$ cat config.mk
export PLATFORM = sky130hd
export DESIGN_NAME = ap_err_top
export DESIGN_NICKNAME = d
export VERILOG_FILES = /design/src/include/ap_err_pkg.sv /design/src/include/mem_req_if.sv /design/src/design/ap_err_top.sv /design/src/design/ap_ctx.sv /design/src/design/apb_mem_master.sv
export SDC_FILE = /design/constraint.sdc
export NUM_CORES = 1
export LEC_CHECK = 0
export BUFFER_PORTS_ARGS = -buffer_cell sky130_fd_sc_hd__buf_2
export CORE_UTILIZATION = 50
export CTS_BUF_LIST = sky130_fd_sc_hd__clkbuf_4 sky130_fd_sc_hd__clkbuf_8 sky130_fd_sc_hd__clkbuf_16
export DETAILED_ROUTE_END_ITERATION = 10
export PLACE_DENSITY = 0.72
export REMOVE_ABC_BUFFERS = 1
export SLEW_MARGIN = 15
export SYNTH_ARGS = -nofsm -noshare
export SYNTH_HDL_FRONTEND = slang
export SYNTH_SLANG_ARGS = --single-unit
$ cat constraint.sdc
create_clock -name CORE_CLK_IN -period 16.44 [get_ports CORE_CLK_IN]
set_input_delay 1.644 -clock CORE_CLK_IN [delete_from_list [all_inputs] [get_ports CORE_CLK_IN]]
set_output_delay 1.644 -clock CORE_CLK_IN [all_outputs]
set_load 0.01 [all_outputs]
$ cat src/include/ap_err_pkg.sv
/*
 * Shared constants and types for the access port error handling block.
 * Assumes a 32-bit Avalon-MM register bus and a 32-bit APB memory side.
 */
package ap_err_pkg;
    localparam int DATA_W = 32;
    localparam int ADDR_W = 9;
    localparam int NUM_AP = 2;
    localparam int AP_SEL_BIT = 8;
    localparam int OFF_W = 8;
    // byte offsets inside one logical port
    localparam logic [7:0] OFF_CSW = 8'h00;
    localparam logic [7:0] OFF_TAR = 8'h04;
    localparam logic [7:0] OFF_DRW = 8'h0c;
    localparam logic [7:0] OFF_TRR = 8'h10;
    localparam logic [7:0] OFF_CFG = 8'h14;
    // control/status field layout
    localparam int CTRL_W = 3;
    localparam int CSW_ENP = 0;
    localparam int CSW_STOP = 1;
    localparam int CSW_SEC = 2;
    localparam int CSW_TIP = 7;
    localparam int TRANSFER_ERROR_STICKY = 0;
    localparam int CFG_ERR_LSB = 8;
    localparam logic [3:0] ERR_VERSION = 4'h1;
    localparam logic [CTRL_W-1:0] CTRL_RST = 3'h0;
    localparam logic [31:0] TAR_RST = 32'h0;
    localparam logic [31:0] ZERO_W = 32'h0;
    // avalon response codes
    localparam logic [1:0] RESP_OK = 2'h0;
    localparam logic [1:0] RESP_SLVERR = 2'h2;
    localparam logic [1:0] RESP_DECERR = 2'h3;
    localparam logic [2:0] PROT_SEC = 3'h0;
    localparam logic [2:0] PROT_NS = 3'h2;
    typedef enum logic [0:0] {S_IDLE, S_MEM} acc_state_t;
    typedef enum logic [1:0] {Q_RUN, Q_STOPPED, Q_DENIED} q_state_t;
endpackage

$ cat src/include/mem_req_if.sv
/*
 * Request and answer bundle between the port logic and its memory master.
 * Assumes one outstanding transfer; start is a one-cycle pulse.
 */
`timescale 1ns/100ps
`default_nettype none
interface mem_req_if;
    import ap_err_pkg::*;
    logic start;
    logic write;
    logic secure;
    logic [DATA_W-1:0] addr;
    logic [DATA_W-1:0] wdata;
    logic [DATA_W-1:0] rdata;
    logic done;
    logic err;
    logic busy;
    modport host (output start, write, secure, addr, wdata, input rdata, done, err, busy);
    modport mst (input start, write, secure, addr, wdata, output rdata, done, err, busy);
endinterface
`default_nettype wire

$ cat src/design/ap_err_top.sv
/*
 * Debug memory access port error handling: register decode on Avalon-MM,
 * per-port sticky errors, stop-on-error, access grants and abort handling.
 * Assumes synchronous grant and abort inputs and one APB memory slave.
 */
// Summary of operation
// config field reports error handling version one
// logged memory errors set sticky error flag
// sticky flag clears only by writing one
// access without port grant is logged error
// secure access without secure grant errors
// master side error response logged as failure
// abort logged, always answered with error
// access during post-abort transfer: busy error
// register errors never logged, always returned
// register write during post-abort transfer errors
// no-pass bit turns maskable errors into okay
// read data undefined on error answers
// clear sticky flag never blocks accesses
// sticky set, stop clear: accesses continue
// sticky and stop: block, log, maybe answer
// any non-maskable source forces error answer
// each logical port keeps own error state
// grant changes apply from next transfer
// after stop, grants sampled first run cycle
// abort answers now, master transfer continues
// in-progress flag spans master transfer end
`timescale 1ns/100ps
`default_nettype none
module ap_err_top
    import ap_err_pkg::*;
(
    input wire logic CORE_CLK_IN,
    input wire logic RST_IN,
    input wire logic [ap_err_pkg::ADDR_W-1:0] AVS_ADDRESS_IN,
    input wire logic AVS_READ_IN,
    input wire logic AVS_WRITE_IN,
    input wire logic [ap_err_pkg::DATA_W-1:0] AVS_WRITEDATA_IN,
    output logic [ap_err_pkg::DATA_W-1:0] AVS_READDATA_OUT,
    output logic [1:0] AVS_RESPONSE_OUT,
    output logic AVS_WAITREQUEST_OUT,
    input wire logic ABORT_IN,
    input wire logic PORT_GRANT_IN,
    input wire logic SECURE_GRANT_IN,
    input wire logic QREQ_N_IN,
    output logic QACCEPT_N_OUT,
    output logic QDENY_OUT,
    output logic QACTIVE_OUT,
    output logic PSEL_OUT,
    output logic PENABLE_OUT,
    output logic PWRITE_OUT,
    output logic [ap_err_pkg::DATA_W-1:0] PADDR_OUT,
    output logic [ap_err_pkg::DATA_W-1:0] PWDATA_OUT,
    output logic [2:0] PPROT_OUT,
    input wire logic [ap_err_pkg::DATA_W-1:0] PRDATA_IN,
    input wire logic PREADY_IN,
    input wire logic PSLVERR_IN
);
    import ap_err_pkg::*;

    ////////////////////////////////////////////////////////////////////////
    // declarations

    mem_req_if mem ();

    acc_state_t st_r;
    q_state_t q_r;
    logic run_ok_r;
    logic grant_r;
    logic sec_grant_r;
    logic owner_r;
    logic start_r;
    logic wr_r;
    logic sec_r;
    logic [DATA_W-1:0] addr_r;
    logic [DATA_W-1:0] wdata_r;

    logic [CTRL_W-1:0] ctrl [NUM_AP];
    logic [DATA_W-1:0] tar [NUM_AP];
    logic sticky [NUM_AP];
    logic tip [NUM_AP];
    logic err_set [NUM_AP];

    logic req;
    logic sel;
    logic [OFF_W-1:0] off;
    logic take;
    logic other_busy;
    logic dec_start;
    logic dec_log;
    logic dec_csw_we;
    logic dec_tar_we;
    logic dec_w1c;
    logic [1:0] dec_resp;
    logic [DATA_W-1:0] dec_data;
    logic auth_fail;
    logic stop_fail;
    logic mem_log;
    logic idle;

    ////////////////////////////////////////////////////////////////////////
    // per logical port state

    genvar gi;
    generate
        for (gi = 0; gi < NUM_AP; gi++) begin : g_ap
            localparam logic IDX = 1'(gi);
            assign tip[gi] = mem.busy && (owner_r == IDX);
            // errors of one port never touch the other
            assign err_set[gi] = (take && dec_log && sel == IDX)
                || (mem_log && owner_r == IDX);
            ap_ctx u_ctx (
                .clk_in(CORE_CLK_IN),
                .rst_in(RST_IN),
                .csw_we_in(take && dec_csw_we && sel == IDX),
                .tar_we_in(take && dec_tar_we && sel == IDX),
                .w1c_in(take && dec_w1c && sel == IDX),
                .err_set_in(err_set[gi]),
                .wdata_in(AVS_WRITEDATA_IN),
                .ctrl_out(ctrl[gi]),
                .tar_out(tar[gi]),
                .sticky_out(sticky[gi])
            );
        end
    endgenerate

    ////////////////////////////////////////////////////////////////////////
    // request decode

    assign req = AVS_READ_IN || AVS_WRITE_IN;
    assign sel = AVS_ADDRESS_IN[AP_SEL_BIT];
    assign off = AVS_ADDRESS_IN[OFF_W-1:0];
    // a memory access on one port waits while the other port's transfer runs
    assign other_busy = (off == OFF_DRW) && mem.busy && !tip[sel];
    assign take = req && AVS_WAITREQUEST_OUT && st_r == S_IDLE
        && q_r == Q_RUN && run_ok_r && !other_busy;
    assign auth_fail = !grant_r || (ctrl[sel][CSW_SEC] && !sec_grant_r);
    assign stop_fail = sticky[sel] && ctrl[sel][CSW_STOP];
    assign mem_log = st_r == S_MEM && (ABORT_IN || (mem.done && mem.err));
    assign idle = st_r == S_IDLE && !mem.busy && !req && !start_r;

    always_comb begin
        dec_start = 1'b0;
        dec_log = 1'b0;
        dec_csw_we = 1'b0;
        dec_tar_we = 1'b0;
        dec_w1c = 1'b0;
        dec_resp = RESP_OK;
        dec_data = ZERO_W;
        unique case (off)
            OFF_CSW: begin
                dec_data[CTRL_W-1:0] = ctrl[sel];
                dec_data[CSW_TIP] = tip[sel];
                if (AVS_WRITE_IN && tip[sel]) dec_resp = RESP_SLVERR;
                else dec_csw_we = AVS_WRITE_IN;
            end
            OFF_TAR: begin
                dec_data = tar[sel];
                if (AVS_WRITE_IN && tip[sel]) dec_resp = RESP_SLVERR;
                else dec_tar_we = AVS_WRITE_IN;
            end
            OFF_TRR: begin
                dec_data[TRANSFER_ERROR_STICKY] = sticky[sel];
                if (AVS_WRITE_IN && tip[sel]) dec_resp = RESP_SLVERR;
                else dec_w1c = AVS_WRITE_IN && AVS_WRITEDATA_IN[TRANSFER_ERROR_STICKY];
            end
            OFF_CFG: begin
                dec_data[CFG_ERR_LSB +: 4] = ERR_VERSION;
                if (AVS_WRITE_IN) dec_resp = RESP_SLVERR;
            end
            OFF_DRW: begin
                if (tip[sel]) begin
                    // master busy after an abort cannot be masked
                    dec_log = 1'b1;
                    dec_resp = RESP_SLVERR;
                end else if (auth_fail || stop_fail) begin
                    dec_log = 1'b1;
                    dec_resp = ctrl[sel][CSW_ENP] ? RESP_OK : RESP_SLVERR;
                end else begin
                    dec_start = 1'b1;
                end
            end
            default: dec_resp = RESP_DECERR;
        endcase
    end

    ////////////////////////////////////////////////////////////////////////
    // access sequencing and answers

    always_ff @(posedge CORE_CLK_IN or posedge RST_IN) begin
        if (RST_IN) begin
            st_r <= S_IDLE;
            AVS_WAITREQUEST_OUT <= 1'b1;
            AVS_RESPONSE_OUT <= RESP_OK;
            AVS_READDATA_OUT <= ZERO_W;
        end else begin
            AVS_WAITREQUEST_OUT <= 1'b1;
            unique case (st_r)
                S_IDLE: begin
                    if (take && dec_start) begin
                        st_r <= S_MEM;
                    end else if (take) begin
                        AVS_WAITREQUEST_OUT <= 1'b0;
                        AVS_RESPONSE_OUT <= dec_resp;
                        AVS_READDATA_OUT <= dec_data;
                    end
                end
                S_MEM: begin
                    if (ABORT_IN) begin
                        // answer now; the master transfer keeps running
                        st_r <= S_IDLE;
                        AVS_WAITREQUEST_OUT <= 1'b0;
                        AVS_RESPONSE_OUT <= RESP_SLVERR;
                    end else if (mem.done) begin
                        st_r <= S_IDLE;
                        AVS_WAITREQUEST_OUT <= 1'b0;
                        AVS_READDATA_OUT <= mem.rdata;
                        AVS_RESPONSE_OUT <= (mem.err && !ctrl[owner_r][CSW_ENP])
                            ? RESP_SLVERR : RESP_OK;
                    end
                end
            endcase
        end
    end

    always_ff @(posedge CORE_CLK_IN or posedge RST_IN) begin
        if (RST_IN) begin
            start_r <= 1'b0;
            owner_r <= 1'b0;
            wr_r <= 1'b0;
            sec_r <= 1'b0;
            addr_r <= ZERO_W;
            wdata_r <= ZERO_W;
        end else begin
            start_r <= take && dec_start;
            if (take && dec_start) begin
                owner_r <= sel;
                wr_r <= AVS_WRITE_IN;
                sec_r <= ctrl[sel][CSW_SEC];
                addr_r <= tar[sel];
                wdata_r <= AVS_WRITEDATA_IN;
            end
        end
    end

    assign mem.start = start_r;
    assign mem.write = wr_r;
    assign mem.secure = sec_r;
    assign mem.addr = addr_r;
    assign mem.wdata = wdata_r;

    apb_mem_master u_mst (
        .clk_in(CORE_CLK_IN),
        .rst_in(RST_IN),
        .mem(mem.mst),
        .psel_out(PSEL_OUT),
        .penable_out(PENABLE_OUT),
        .pwrite_out(PWRITE_OUT),
        .paddr_out(PADDR_OUT),
        .pwdata_out(PWDATA_OUT),
        .pprot_out(PPROT_OUT),
        .prdata_in(PRDATA_IN),
        .pready_in(PREADY_IN),
        .pslverr_in(PSLVERR_IN)
    );

    ////////////////////////////////////////////////////////////////////////
    // low-power channel and grant sampling

    // grants are only looked at when a transfer is decided, so a change
    // in the middle of a running transfer has no effect on it
    always_ff @(posedge CORE_CLK_IN or posedge RST_IN) begin
        if (RST_IN) begin
            grant_r <= 1'b0;
            sec_grant_r <= 1'b0;
            run_ok_r <= 1'b0;
        end else begin
            run_ok_r <= q_r == Q_RUN && QREQ_N_IN;
            if (q_r == Q_RUN) begin
                grant_r <= PORT_GRANT_IN;
                sec_grant_r <= SECURE_GRANT_IN;
            end
        end
    end

    always_ff @(posedge CORE_CLK_IN or posedge RST_IN) begin
        if (RST_IN) begin
            q_r <= Q_RUN;
            QACCEPT_N_OUT <= 1'b1;
            QDENY_OUT <= 1'b0;
            QACTIVE_OUT <= 1'b0;
        end else begin
            QACTIVE_OUT <= req || mem.busy || st_r != S_IDLE;
            unique case (q_r)
                Q_RUN: begin
                    if (!QREQ_N_IN && idle) begin
                        q_r <= Q_STOPPED;
                        QACCEPT_N_OUT <= 1'b0;
                    end else if (!QREQ_N_IN) begin
                        q_r <= Q_DENIED;
                        QDENY_OUT <= 1'b1;
                    end
                end
                Q_STOPPED: begin
                    if (QREQ_N_IN) begin
                        q_r <= Q_RUN;
                        QACCEPT_N_OUT <= 1'b1;
                    end
                end
                Q_DENIED: begin
                    if (QREQ_N_IN) begin
                        q_r <= Q_RUN;
                        QDENY_OUT <= 1'b0;
                    end
                end
                default: q_r <= Q_RUN;
            endcase
        end
    end
endmodule
`default_nettype wire

$ cat src/design/ap_ctx.sv
/*
 * Per logical port context: control bits, transfer address and sticky error.
 * Assumes strobes come from the register decoder, one cycle each.
 */
`timescale 1ns/100ps
`default_nettype none
module ap_ctx
    import ap_err_pkg::*;
(
    input wire logic clk_in,
    input wire logic rst_in,
    input wire logic csw_we_in,
    input wire logic tar_we_in,
    input wire logic w1c_in,
    input wire logic err_set_in,
    input wire logic [DATA_W-1:0] wdata_in,
    output logic [CTRL_W-1:0] ctrl_out,
    output logic [DATA_W-1:0] tar_out,
    output logic sticky_out
);
    always_ff @(posedge clk_in or posedge rst_in) begin
        if (rst_in) begin
            ctrl_out <= CTRL_RST;
            tar_out <= TAR_RST;
        end else begin
            if (csw_we_in) ctrl_out <= wdata_in[CTRL_W-1:0];
            if (tar_we_in) tar_out <= wdata_in;
        end
    end

    // a new error wins over a clear in the same cycle
    always_ff @(posedge clk_in or posedge rst_in) begin
        if (rst_in) sticky_out <= 1'b0;
        else if (err_set_in) sticky_out <= 1'b1;
        else if (w1c_in) sticky_out <= 1'b0;
    end
endmodule
`default_nettype wire

$ cat src/design/apb_mem_master.sv
/*
 * APB master for the memory side: one transfer per start pulse.
 * Assumes the slave eventually raises pready; no timeout here.
 */
`timescale 1ns/100ps
`default_nettype none
module apb_mem_master
    import ap_err_pkg::*;
(
    input wire logic clk_in,
    input wire logic rst_in,
    mem_req_if.mst mem,
    output logic psel_out,
    output logic penable_out,
    output logic pwrite_out,
    output logic [DATA_W-1:0] paddr_out,
    output logic [DATA_W-1:0] pwdata_out,
    output logic [2:0] pprot_out,
    input wire logic [DATA_W-1:0] prdata_in,
    input wire logic pready_in,
    input wire logic pslverr_in
);
    // an abort never cuts a transfer short: it runs to pready
    always_ff @(posedge clk_in or posedge rst_in) begin
        if (rst_in) begin
            psel_out <= 1'b0;
            penable_out <= 1'b0;
            pwrite_out <= 1'b0;
            paddr_out <= ZERO_W;
            pwdata_out <= ZERO_W;
            pprot_out <= PROT_SEC;
            mem.busy <= 1'b0;
            mem.done <= 1'b0;
            mem.err <= 1'b0;
            mem.rdata <= ZERO_W;
        end else begin
            mem.done <= 1'b0;
            if (mem.start && !mem.busy) begin
                psel_out <= 1'b1;
                pwrite_out <= mem.write;
                paddr_out <= mem.addr;
                pwdata_out <= mem.wdata;
                pprot_out <= mem.secure ? PROT_SEC : PROT_NS;
                mem.busy <= 1'b1;
            end else if (psel_out && !penable_out) begin
                penable_out <= 1'b1;
            end else if (psel_out && pready_in) begin
                psel_out <= 1'b0;
                penable_out <= 1'b0;
                mem.busy <= 1'b0;
                mem.done <= 1'b1;
                mem.err <= pslverr_in;
                mem.rdata <= prdata_in;
            end
        end
    end
endmodule
`default_nettype wire

**After elaboration in Yosys (flattened, before gate mapping)**

Index checks and enable logic that the tools add are counted.

- Logic and storage cells: 214
- Input bits: 83
- Output and inout bits: 108
- Register bits after elaboration: 288

- Equality and inequality tests: 19
- Bitwise gates (word level): 7
- $lt $le $gt $ge: 2
- Reduce and logical (&&, ||, !) cells: 75
- Muxes and demuxes: 79

Operators by type and width:

| operator | count |
|---|---|
| $mux W32 | 7 |
| $pmux W32 S2 | 1 |
| $mux W1 | 41 |
| $logic_and A1 B1 Y1 | 39 |
| $mux W2 | 14 |
| $mux W20 | 1 |
| $eq A8 B5 Y1 const B | 2 |
| $ne A2 B2 Y1 const B | 7 |
| $pmux W2 S2 | 3 |
| $reduce_bool A2 Y1 | 6 |
| $logic_not A1 Y1 | 10 |
| $pmux W1 S2 | 5 |
| $mux W3 | 3 |
| $reduce_and A3 Y1 | 3 |
| $eq A8 B3 Y1 const B | 1 |
| $eq A8 B4 Y1 const B | 1 |
| $logic_not A8 Y1 | 1 |
| $logic_or A1 B1 Y1 | 8 |
| $ne A2 B1 Y1 const B | 4 |
| $pmux W4 S2 | 1 |
| $reduce_and A4 Y1 | 2 |
| $ne A3 B2 Y1 const B | 2 |
| $pmux W2 S3 | 1 |
| $reduce_and A2 Y1 | 3 |
| other kinds (10) | 16 |

**Longest topological paths before layout**

- Word-level depth: 14
- Mapped depth: 9
- Depth with buffers taken out: 7

**Modules after synthesis**

From an unflattened synthesis, not the netlist that was laid out.

- Cell total of the unflattened synthesis: 840
- Area total of the unflattened synthesis: 12386.9 sq um

By module, submodules not included:

| module | cells each | sequential area each (sq um) | instances | area each (sq um) |
|---|---|---|---|---|
| ap_err_top | 462 | 2805.2 | 1 | 5586.6 |
| apb_mem_master | 222 | 2552.4 | 1 | 3812.4 |
| ap_ctx | 78 | 900.9 | 2 | 1493.9 |

**Worst setup path after synthesis**

Ideal clock, no wire load.

- Path type: input port to flip-flop
- Start point: in AVS_ADDRESS_IN[1] (netlist name)
- End point: reg g_ap[1].u_ctx.ctrl_out[0]
- Data required time: 16.315 ns
- Data arrival time: 3.256 ns
- Path slack: 13.059 ns
- Cell stages on the path: 5
- Setup time: 0.125 ns
- Buffers on the path: 0
- Cell sequence: or4_4 nor3_4 and4b_4 nor3b_2 mux2_2

- Cells in the longest elaborated chain, start to end: 7
- Elaborated cells between the ends (all ways): 9
- Those cells by class: eq/ne (1); mux (1); reduce/logical (7)

RTL lines:

| element | RTL line | text |
|---|---|---|
| from (decl) | ap_err_top.sv:35 | `input wire logic [ap_err_pkg::ADDR_W-1:0] AVS_ADDRESS_IN,` |
| $eq A8 B4 Y1 | ap_err_top.sv:134 | `assign other_busy = (off == OFF_DRW) && mem.busy && !tip[sel];` |
| $logic_and A1 B1 Y1 (2 in series) | ap_err_top.sv:134 |  |
| $logic_not A1 Y1 | ap_err_top.sv:136 | `&& q_r == Q_RUN && run_ok_r && !other_busy;` |
| $logic_and A1 B1 Y1 | ap_err_top.sv:136 |  |
| $logic_and A1 B1 Y1 * (2 in series) | ap_err_top.sv:115 | `.csw_we_in(take && dec_csw_we && sel == IDX),` |
| to (signal assigned) | ap_ctx.sv:26 | `if (csw_we_in) ctrl_out <= wdata_in[CTRL_W-1:0];` |
| to (decl) | ap_ctx.sv:17 | `output logic [CTRL_W-1:0] ctrl_out,` |

Every way passes the cells marked *; elsewhere a longest branch is shown, timed or not.
A chain may end at the register's enable or synchronous reset.

**Worst setup path after layout**

- Start point: in AVS_ADDRESS_IN[8] (netlist name)
- End point: reg AVS_READDATA_OUT[30] (netlist name)

- Cells in the longest elaborated chain, start to end: 13
- Elaborated cells between the ends (all ways): 32
- Those cells by class: eq/ne (2); mux (19); bitwise (1); reduce/logical (10)

RTL lines:

| element | RTL line | text |
|---|---|---|
| $not A1 Y2 (not written as such) * | n/a |  |
| $mux W3 (not written as such) (3 in series) | ap_err_top.sv:137 | `assign auth_fail = !grant_r \|\| (ctrl[sel][CSW_SEC] && !sec_grant_r);` |
| $logic_and A1 B1 Y1 | ap_err_top.sv:137 |  |
| $logic_or A1 B1 Y1 | ap_err_top.sv:137 |  |
| $logic_or A1 B1 Y1 | ap_err_top.sv:176 | `end else if (auth_fail \|\| stop_fail) begin` |
| $mux W1 | ap_err_top.sv:176 |  |
| $mux W1 | ap_err_top.sv:172 | `if (tip[sel]) begin` |
| $mux W1 | ap_err_top.sv:150 | `unique case (off)` |
| $logic_and A1 B1 Y1 | ap_err_top.sv:200 | `if (take && dec_start) begin` |
| $ne A2 B2 Y1 (no line) | n/a |  |
| $reduce_and A4 Y1 (no line) | n/a |  |
| to (signal assigned) | ap_err_top.sv:205 | `AVS_READDATA_OUT <= dec_data;` |
| to (signal assigned) | ap_err_top.sv:217 | `AVS_READDATA_OUT <= mem.rdata;` |
| to (decl) | ap_err_top.sv:39 | `output logic [ap_err_pkg::DATA_W-1:0] AVS_READDATA_OUT,` |

Every way passes the cells marked *; elsewhere a longest branch is shown, timed or not. The select of a mux whose other input is x is not followed.

==> results <==
- The run finished with clean final reports.
- The worst path setup slack after routing is approximately 12 ns.
- The count of nets left with antenna violations once routing finished came out at 0.
- The clock buffer count from CTS is 30.
- The critical path arrival is 4.37 ns.
- The pin count of the biggest net entering global routing is roughly 150.
- In the final timing run, aggregate negative setup slack is 0 ns.
- The number of remaining DRC errors is 0.
- The period utilization is between 20% and 30%.
- The initial antenna violation count is 1.
- At the pin with the least slew margin, the transition time is between 1 and 1.5 ns.
- The worst-case vdd ir drop is around 0.066 mV.
- Subtracting the final worst setup slack from the clock period gives approximately 3.9 ns.
- The floorplan die area is around 0.025 sq mm.
- The synthesized netlist devotes less than 1% of its cell area to adder and majority cells.
- Buffers inserted to repair hold after CTS numbered 0.
- The library cell with the largest summed area after synthesis is sky130_fd_sc_hd__dfrtp_1.
- STA classifies the critical path startpoint as an input port.
- Yosys printed 0 warnings.
- The area fraction in and, or, nand and nor cells after synthesis is ~5.4%.
- The total number of vias is roughly 7300.
- Compared with the post-synthesis result, the final layout area differs by 18.5%.
- After routing the design area is between 0.01 and 0.015 sq mm.
- The top cell types in the final layout, fill and taps aside, are sky130_fd_sc_hd__dfrtp_1 (283), sky130_fd_sc_hd__buf_2 (187), sky130_fd_sc_hd__mux2_2 (132).
- The half-perimeter wire length of the detailed placement result is between 15000 and 20000 um.
- Yosys mapped the design onto 56 distinct sky130hd cell types.
- Leaving out fill and tap cells, the most frequent cell in the layout is sky130_fd_sc_hd__dfrtp_1.
- Setup repair after global routing left no endpoint under its margin.
- In this run the vertical extent of the chip is between 150 and 200 um.
- The share of flip-flops with an asynchronous set or reset is 100%.
- The total cell area at the placement stage is 0.0134 sq mm.
- In this run the cell area of the synthesized design comes to around 0.012 sq mm.
- The max-slew violation total from the final report is 0.
- The count of port buffers added during placement is approximately 190.
- After synthesis, the share of cell area in mux cells is between 20 and 30%.
- Routability-driven placement finished with a final weighted congestion of roughly 0.8.
- The total of cells resized after clock tree synthesis is 0.
- Clock tree synthesis found a total of approximately 290 sinks.
- Prior to clock tree synthesis, the placed netlist has a worst setup slack of ~12 ns.
- The DRC violation total after the first TritonRoute iteration is 304.
- Counting along the longest clock path gives a buffer depth of 3.
- The number of failing hold endpoints at the final stage came to 0.
- The first-pass iteration count of the detailed router is 4.
- The average wire length per cell after detail routing is approximately 19 um.
- The initial standard-cell utilization of the core is roughly half.
- In this run the worst path has a maximum fanout of 46.
- The area share of the leading cell type in the synthesized netlist is 58.2%.
- The number of rows created at floorplan is 56.
- The deepest level of the CTS H-tree is 1.
- The final layout contains routed wiring with a total length of about 26000 um.
- The synthesized area per cell is 14.4 sq um.
- The leakage component of the power is ~7.6 nW.
- Ranked by total cell area, the synthesized netlist is headed by sky130_fd_sc_hd__dfrtp_1 (58%), sky130_fd_sc_hd__mux2_4 (12%), sky130_fd_sc_hd__mux2_2 (12%).
- The proportion of layout cells with a drive suffix above 1 is 47.9%.
- The x dimension of the die is approximately 160 um.
- Setup violations remaining at the end of the flow were counted as 0.
- The tool flagged a number of max-cap violations equal to 0.
- The core box area is ~0.024 sq mm.
- For this run, the total global-route usage over all layers was measured as a little over a fifth.
- The latest clock arrival within the worst-skew pair is 0.55 ns.
- The xor and xnor fraction of the mapped netlist area is 0.0717%.
- The relative slew slack is approximately 29%.
- CTS placed an instance of sky130_fd_sc_hd__clkbuf_16 at the clock tree root.
- The global-route wire length before repair is about 41000 um.
- For this run the aggregate overflow at the end of global routing stands at 0.
- STA classifies the critical path endpoint as a flip-flop.
- The synthesized-area fraction occupied by ao, oa, aoi and oai cells is 4.68%.
- The TritonCTS clock tree is yes.
- The clock-pin transition on the worst setup and hold timing paths is roughly 0.06 ns.
- Using the TritonRoute via totals, the vias-per-cell ratio works out to around 5.4.
- STA puts the critical path data required time at ~17 ns.
- The worst setup path is of the in -> reg kind.
- The leading register cell type out of synthesis is sky130_fd_sc_hd__dfrtp_1.
- In this run, synthesis inferred 0 flip-flops with an integrated enable.
- The number of nets in the final layout is ~1100.
- The post-CTS setup buffer count is 0.
- The share of synthesized area occupied by flip-flops and latches is between 50% and 60%.
- The class of the tightest hold or removal check is reg -> reg.
- The number of placed I/O pins is 191.
- The number of global-route vias before repair is 7718.
- For this run, the top clock speed supported by timing is between 200 and 300 MHz.
- The combinational family with the most area after synthesis is multiplexers.
- The post-synthesis cell count is about 850.
- The power density over cell area is between 100 and 150 mW/mm^2.
- The final worst clock skew is 0.0105 ns.
- The number of storage elements in the synthesis netlist is around 290.
-- critical path, stage by stage --
cell and delay [ns]:
sky130_fd_sc_hd__buf_4 0.63, sky130_fd_sc_hd__xnor2_1 0.27, sky130_fd_sc_hd__o221a_2 0.31, sky130_fd_sc_hd__nand3_1 0.18, sky130_fd_sc_hd__o211ai_4 0.32, sky130_fd_sc_hd__buf_4 0.54, sky130_fd_sc_hd__mux2_2 0.39
-- metal layers --
metal	wire, um	global-route usage [%]	vias to the layer above	share of wire (%)
met3	1290	3.59	31	5.0
li1	-	-	3358	-
met4	502	5.04	0	1.9
met1	11900	28.9	3779	46
met2	12400	35.9	175	48
met5	0	0	-	0
-- power breakdown --
| group | internal [mW] | switching (mW) | total [mW] | leakage, nW |
|---|---|---|---|---|
| combinational | 0.0857 | 0.0936 | 0.179 | 3.19 |
| sequential | 0.760 | 0.0332 | 0.793 | 3.89 |
| clock | 0.474 | 0.272 | 0.747 | 0.559 |
-- worst paths after layout --
| kind | start | to | slack (ns) | depth (start not counted) |
|---|---|---|---|---|
| worst max register to register | st_r | AVS_READDATA_OUT[30] | 13.40 | 6 |
| min in group asynchronous | RST_IN | AVS_READDATA_OUT[24] | 1.35 | 2 |
| worst max-delay path | AVS_ADDRESS_IN[8] | AVS_READDATA_OUT[30] | 12.50 | 7 |
| worst min-delay path | mem.secure | u_mst.pprot_out[1] | 0.46 | 1 |
| worst min register to register | mem.secure | u_mst.pprot_out[1] | 0.46 | 1 |
| max in group asynchronous | RST_IN | mem.wdata[24] | 13.50 | 3 |
-- cell type report --
| class | instances | area (sq um) |
|---|---|---|
| Fill cell | 1888 | 9270 |
| Sequential cell | 286 | 7160 |
| Multi-Input combinational cell | 502 | 4760 |
| Timing Repair Buffer | 194 | 988 |
| Clock buffer | 42 | 902 |
| Tap cell | 319 | 399 |
| Clock inverter | 13 | 218 |
| Inverter | 13 | 56.3 |
| Antenna cell | 2 | 5.00 |
-- Yosys cell counts (2+ instances only) --
library cell and n:
sky130_fd_sc_hd__a21o_1 2, sky130_fd_sc_hd__buf_2 2, sky130_fd_sc_hd__a41o_1 2, sky130_fd_sc_hd__mux2_1 4, sky130_fd_sc_hd__inv_1 13, sky130_fd_sc_hd__nand3b_1 2, sky130_fd_sc_hd__nor3_1 2, sky130_fd_sc_hd__o211ai_1 2
sky130_fd_sc_hd__buf_1 2, sky130_fd_sc_hd__clkbuf_1 28, sky130_fd_sc_hd__nand3_1 5, sky130_fd_sc_hd__buf_4 2, sky130_fd_sc_hd__dfrtp_1 284, sky130_fd_sc_hd__or3_1 2, sky130_fd_sc_hd__mux4_2 3, sky130_fd_sc_hd__dfstp_2 2
sky130_fd_sc_hd__mux2_4 100, sky130_fd_sc_hd__nand2_1 78, sky130_fd_sc_hd__buf_6 13, sky130_fd_sc_hd__and2_1 2, sky130_fd_sc_hd__nand2b_1 5, sky130_fd_sc_hd__a22o_1 4, sky130_fd_sc_hd__a21oi_1 4, sky130_fd_sc_hd__mux2i_1 35
sky130_fd_sc_hd__nand3_4 2, sky130_fd_sc_hd__and3_1 3, sky130_fd_sc_hd__mux2_2 132, sky130_fd_sc_hd__nor2_1 9, sky130_fd_sc_hd__o41ai_1 2, sky130_fd_sc_hd__or4_1 2, sky130_fd_sc_hd__o21ai_0 70, sky130_fd_sc_hd__nand4_1 2
sky130_fd_sc_hd__and4b_1 2, sky130_fd_sc_hd__ha_1 3
-- flip-flops by register name (all words and copies together) (netlist names), 2 cells and up --
signal	count
q_r	2
AVS_RESPONSE_OUT	2
AVS_READDATA_OUT	32
g_ap.u_ctx.ctrl_out	6
g_ap.u_ctx.sticky_out	2
mem.wdata	32
g_ap.u_ctx.tar_out	64
u_mst.mem.rdata	32
u_mst.pwdata_out	32
u_mst.paddr_out	32
addr_r	32
-- per-stage QoR --
step	hold slack (ns)	cells	utilization [%]	power [mW]
final	0.464	1371	61.0	1.72
after global routing	0.500	1370	61.0	1.78
after CTS	0.472	1369	61.0	1.73
after detailed placement	0.464	1314	56.2	0.984
after global placement	0.453	1314	56.2	0.978
after floorplan	0.439	801	-	0.922
-- logic make-up (layout without fill, tap and decap cells) --
group                    count (synthesis)  count (layout)
flip-flops                             286             286
multiplexers                           274             274
AND/OR/NAND/NOR                        127             127
AO/OA/AOI/OAI                           95              95
buffers and inverters                   60             262
adder cells (fa/ha/maj)                  3               3
other                                    1               4
XOR/XNOR                                 1               1
(Power assumes the default switching activity.)
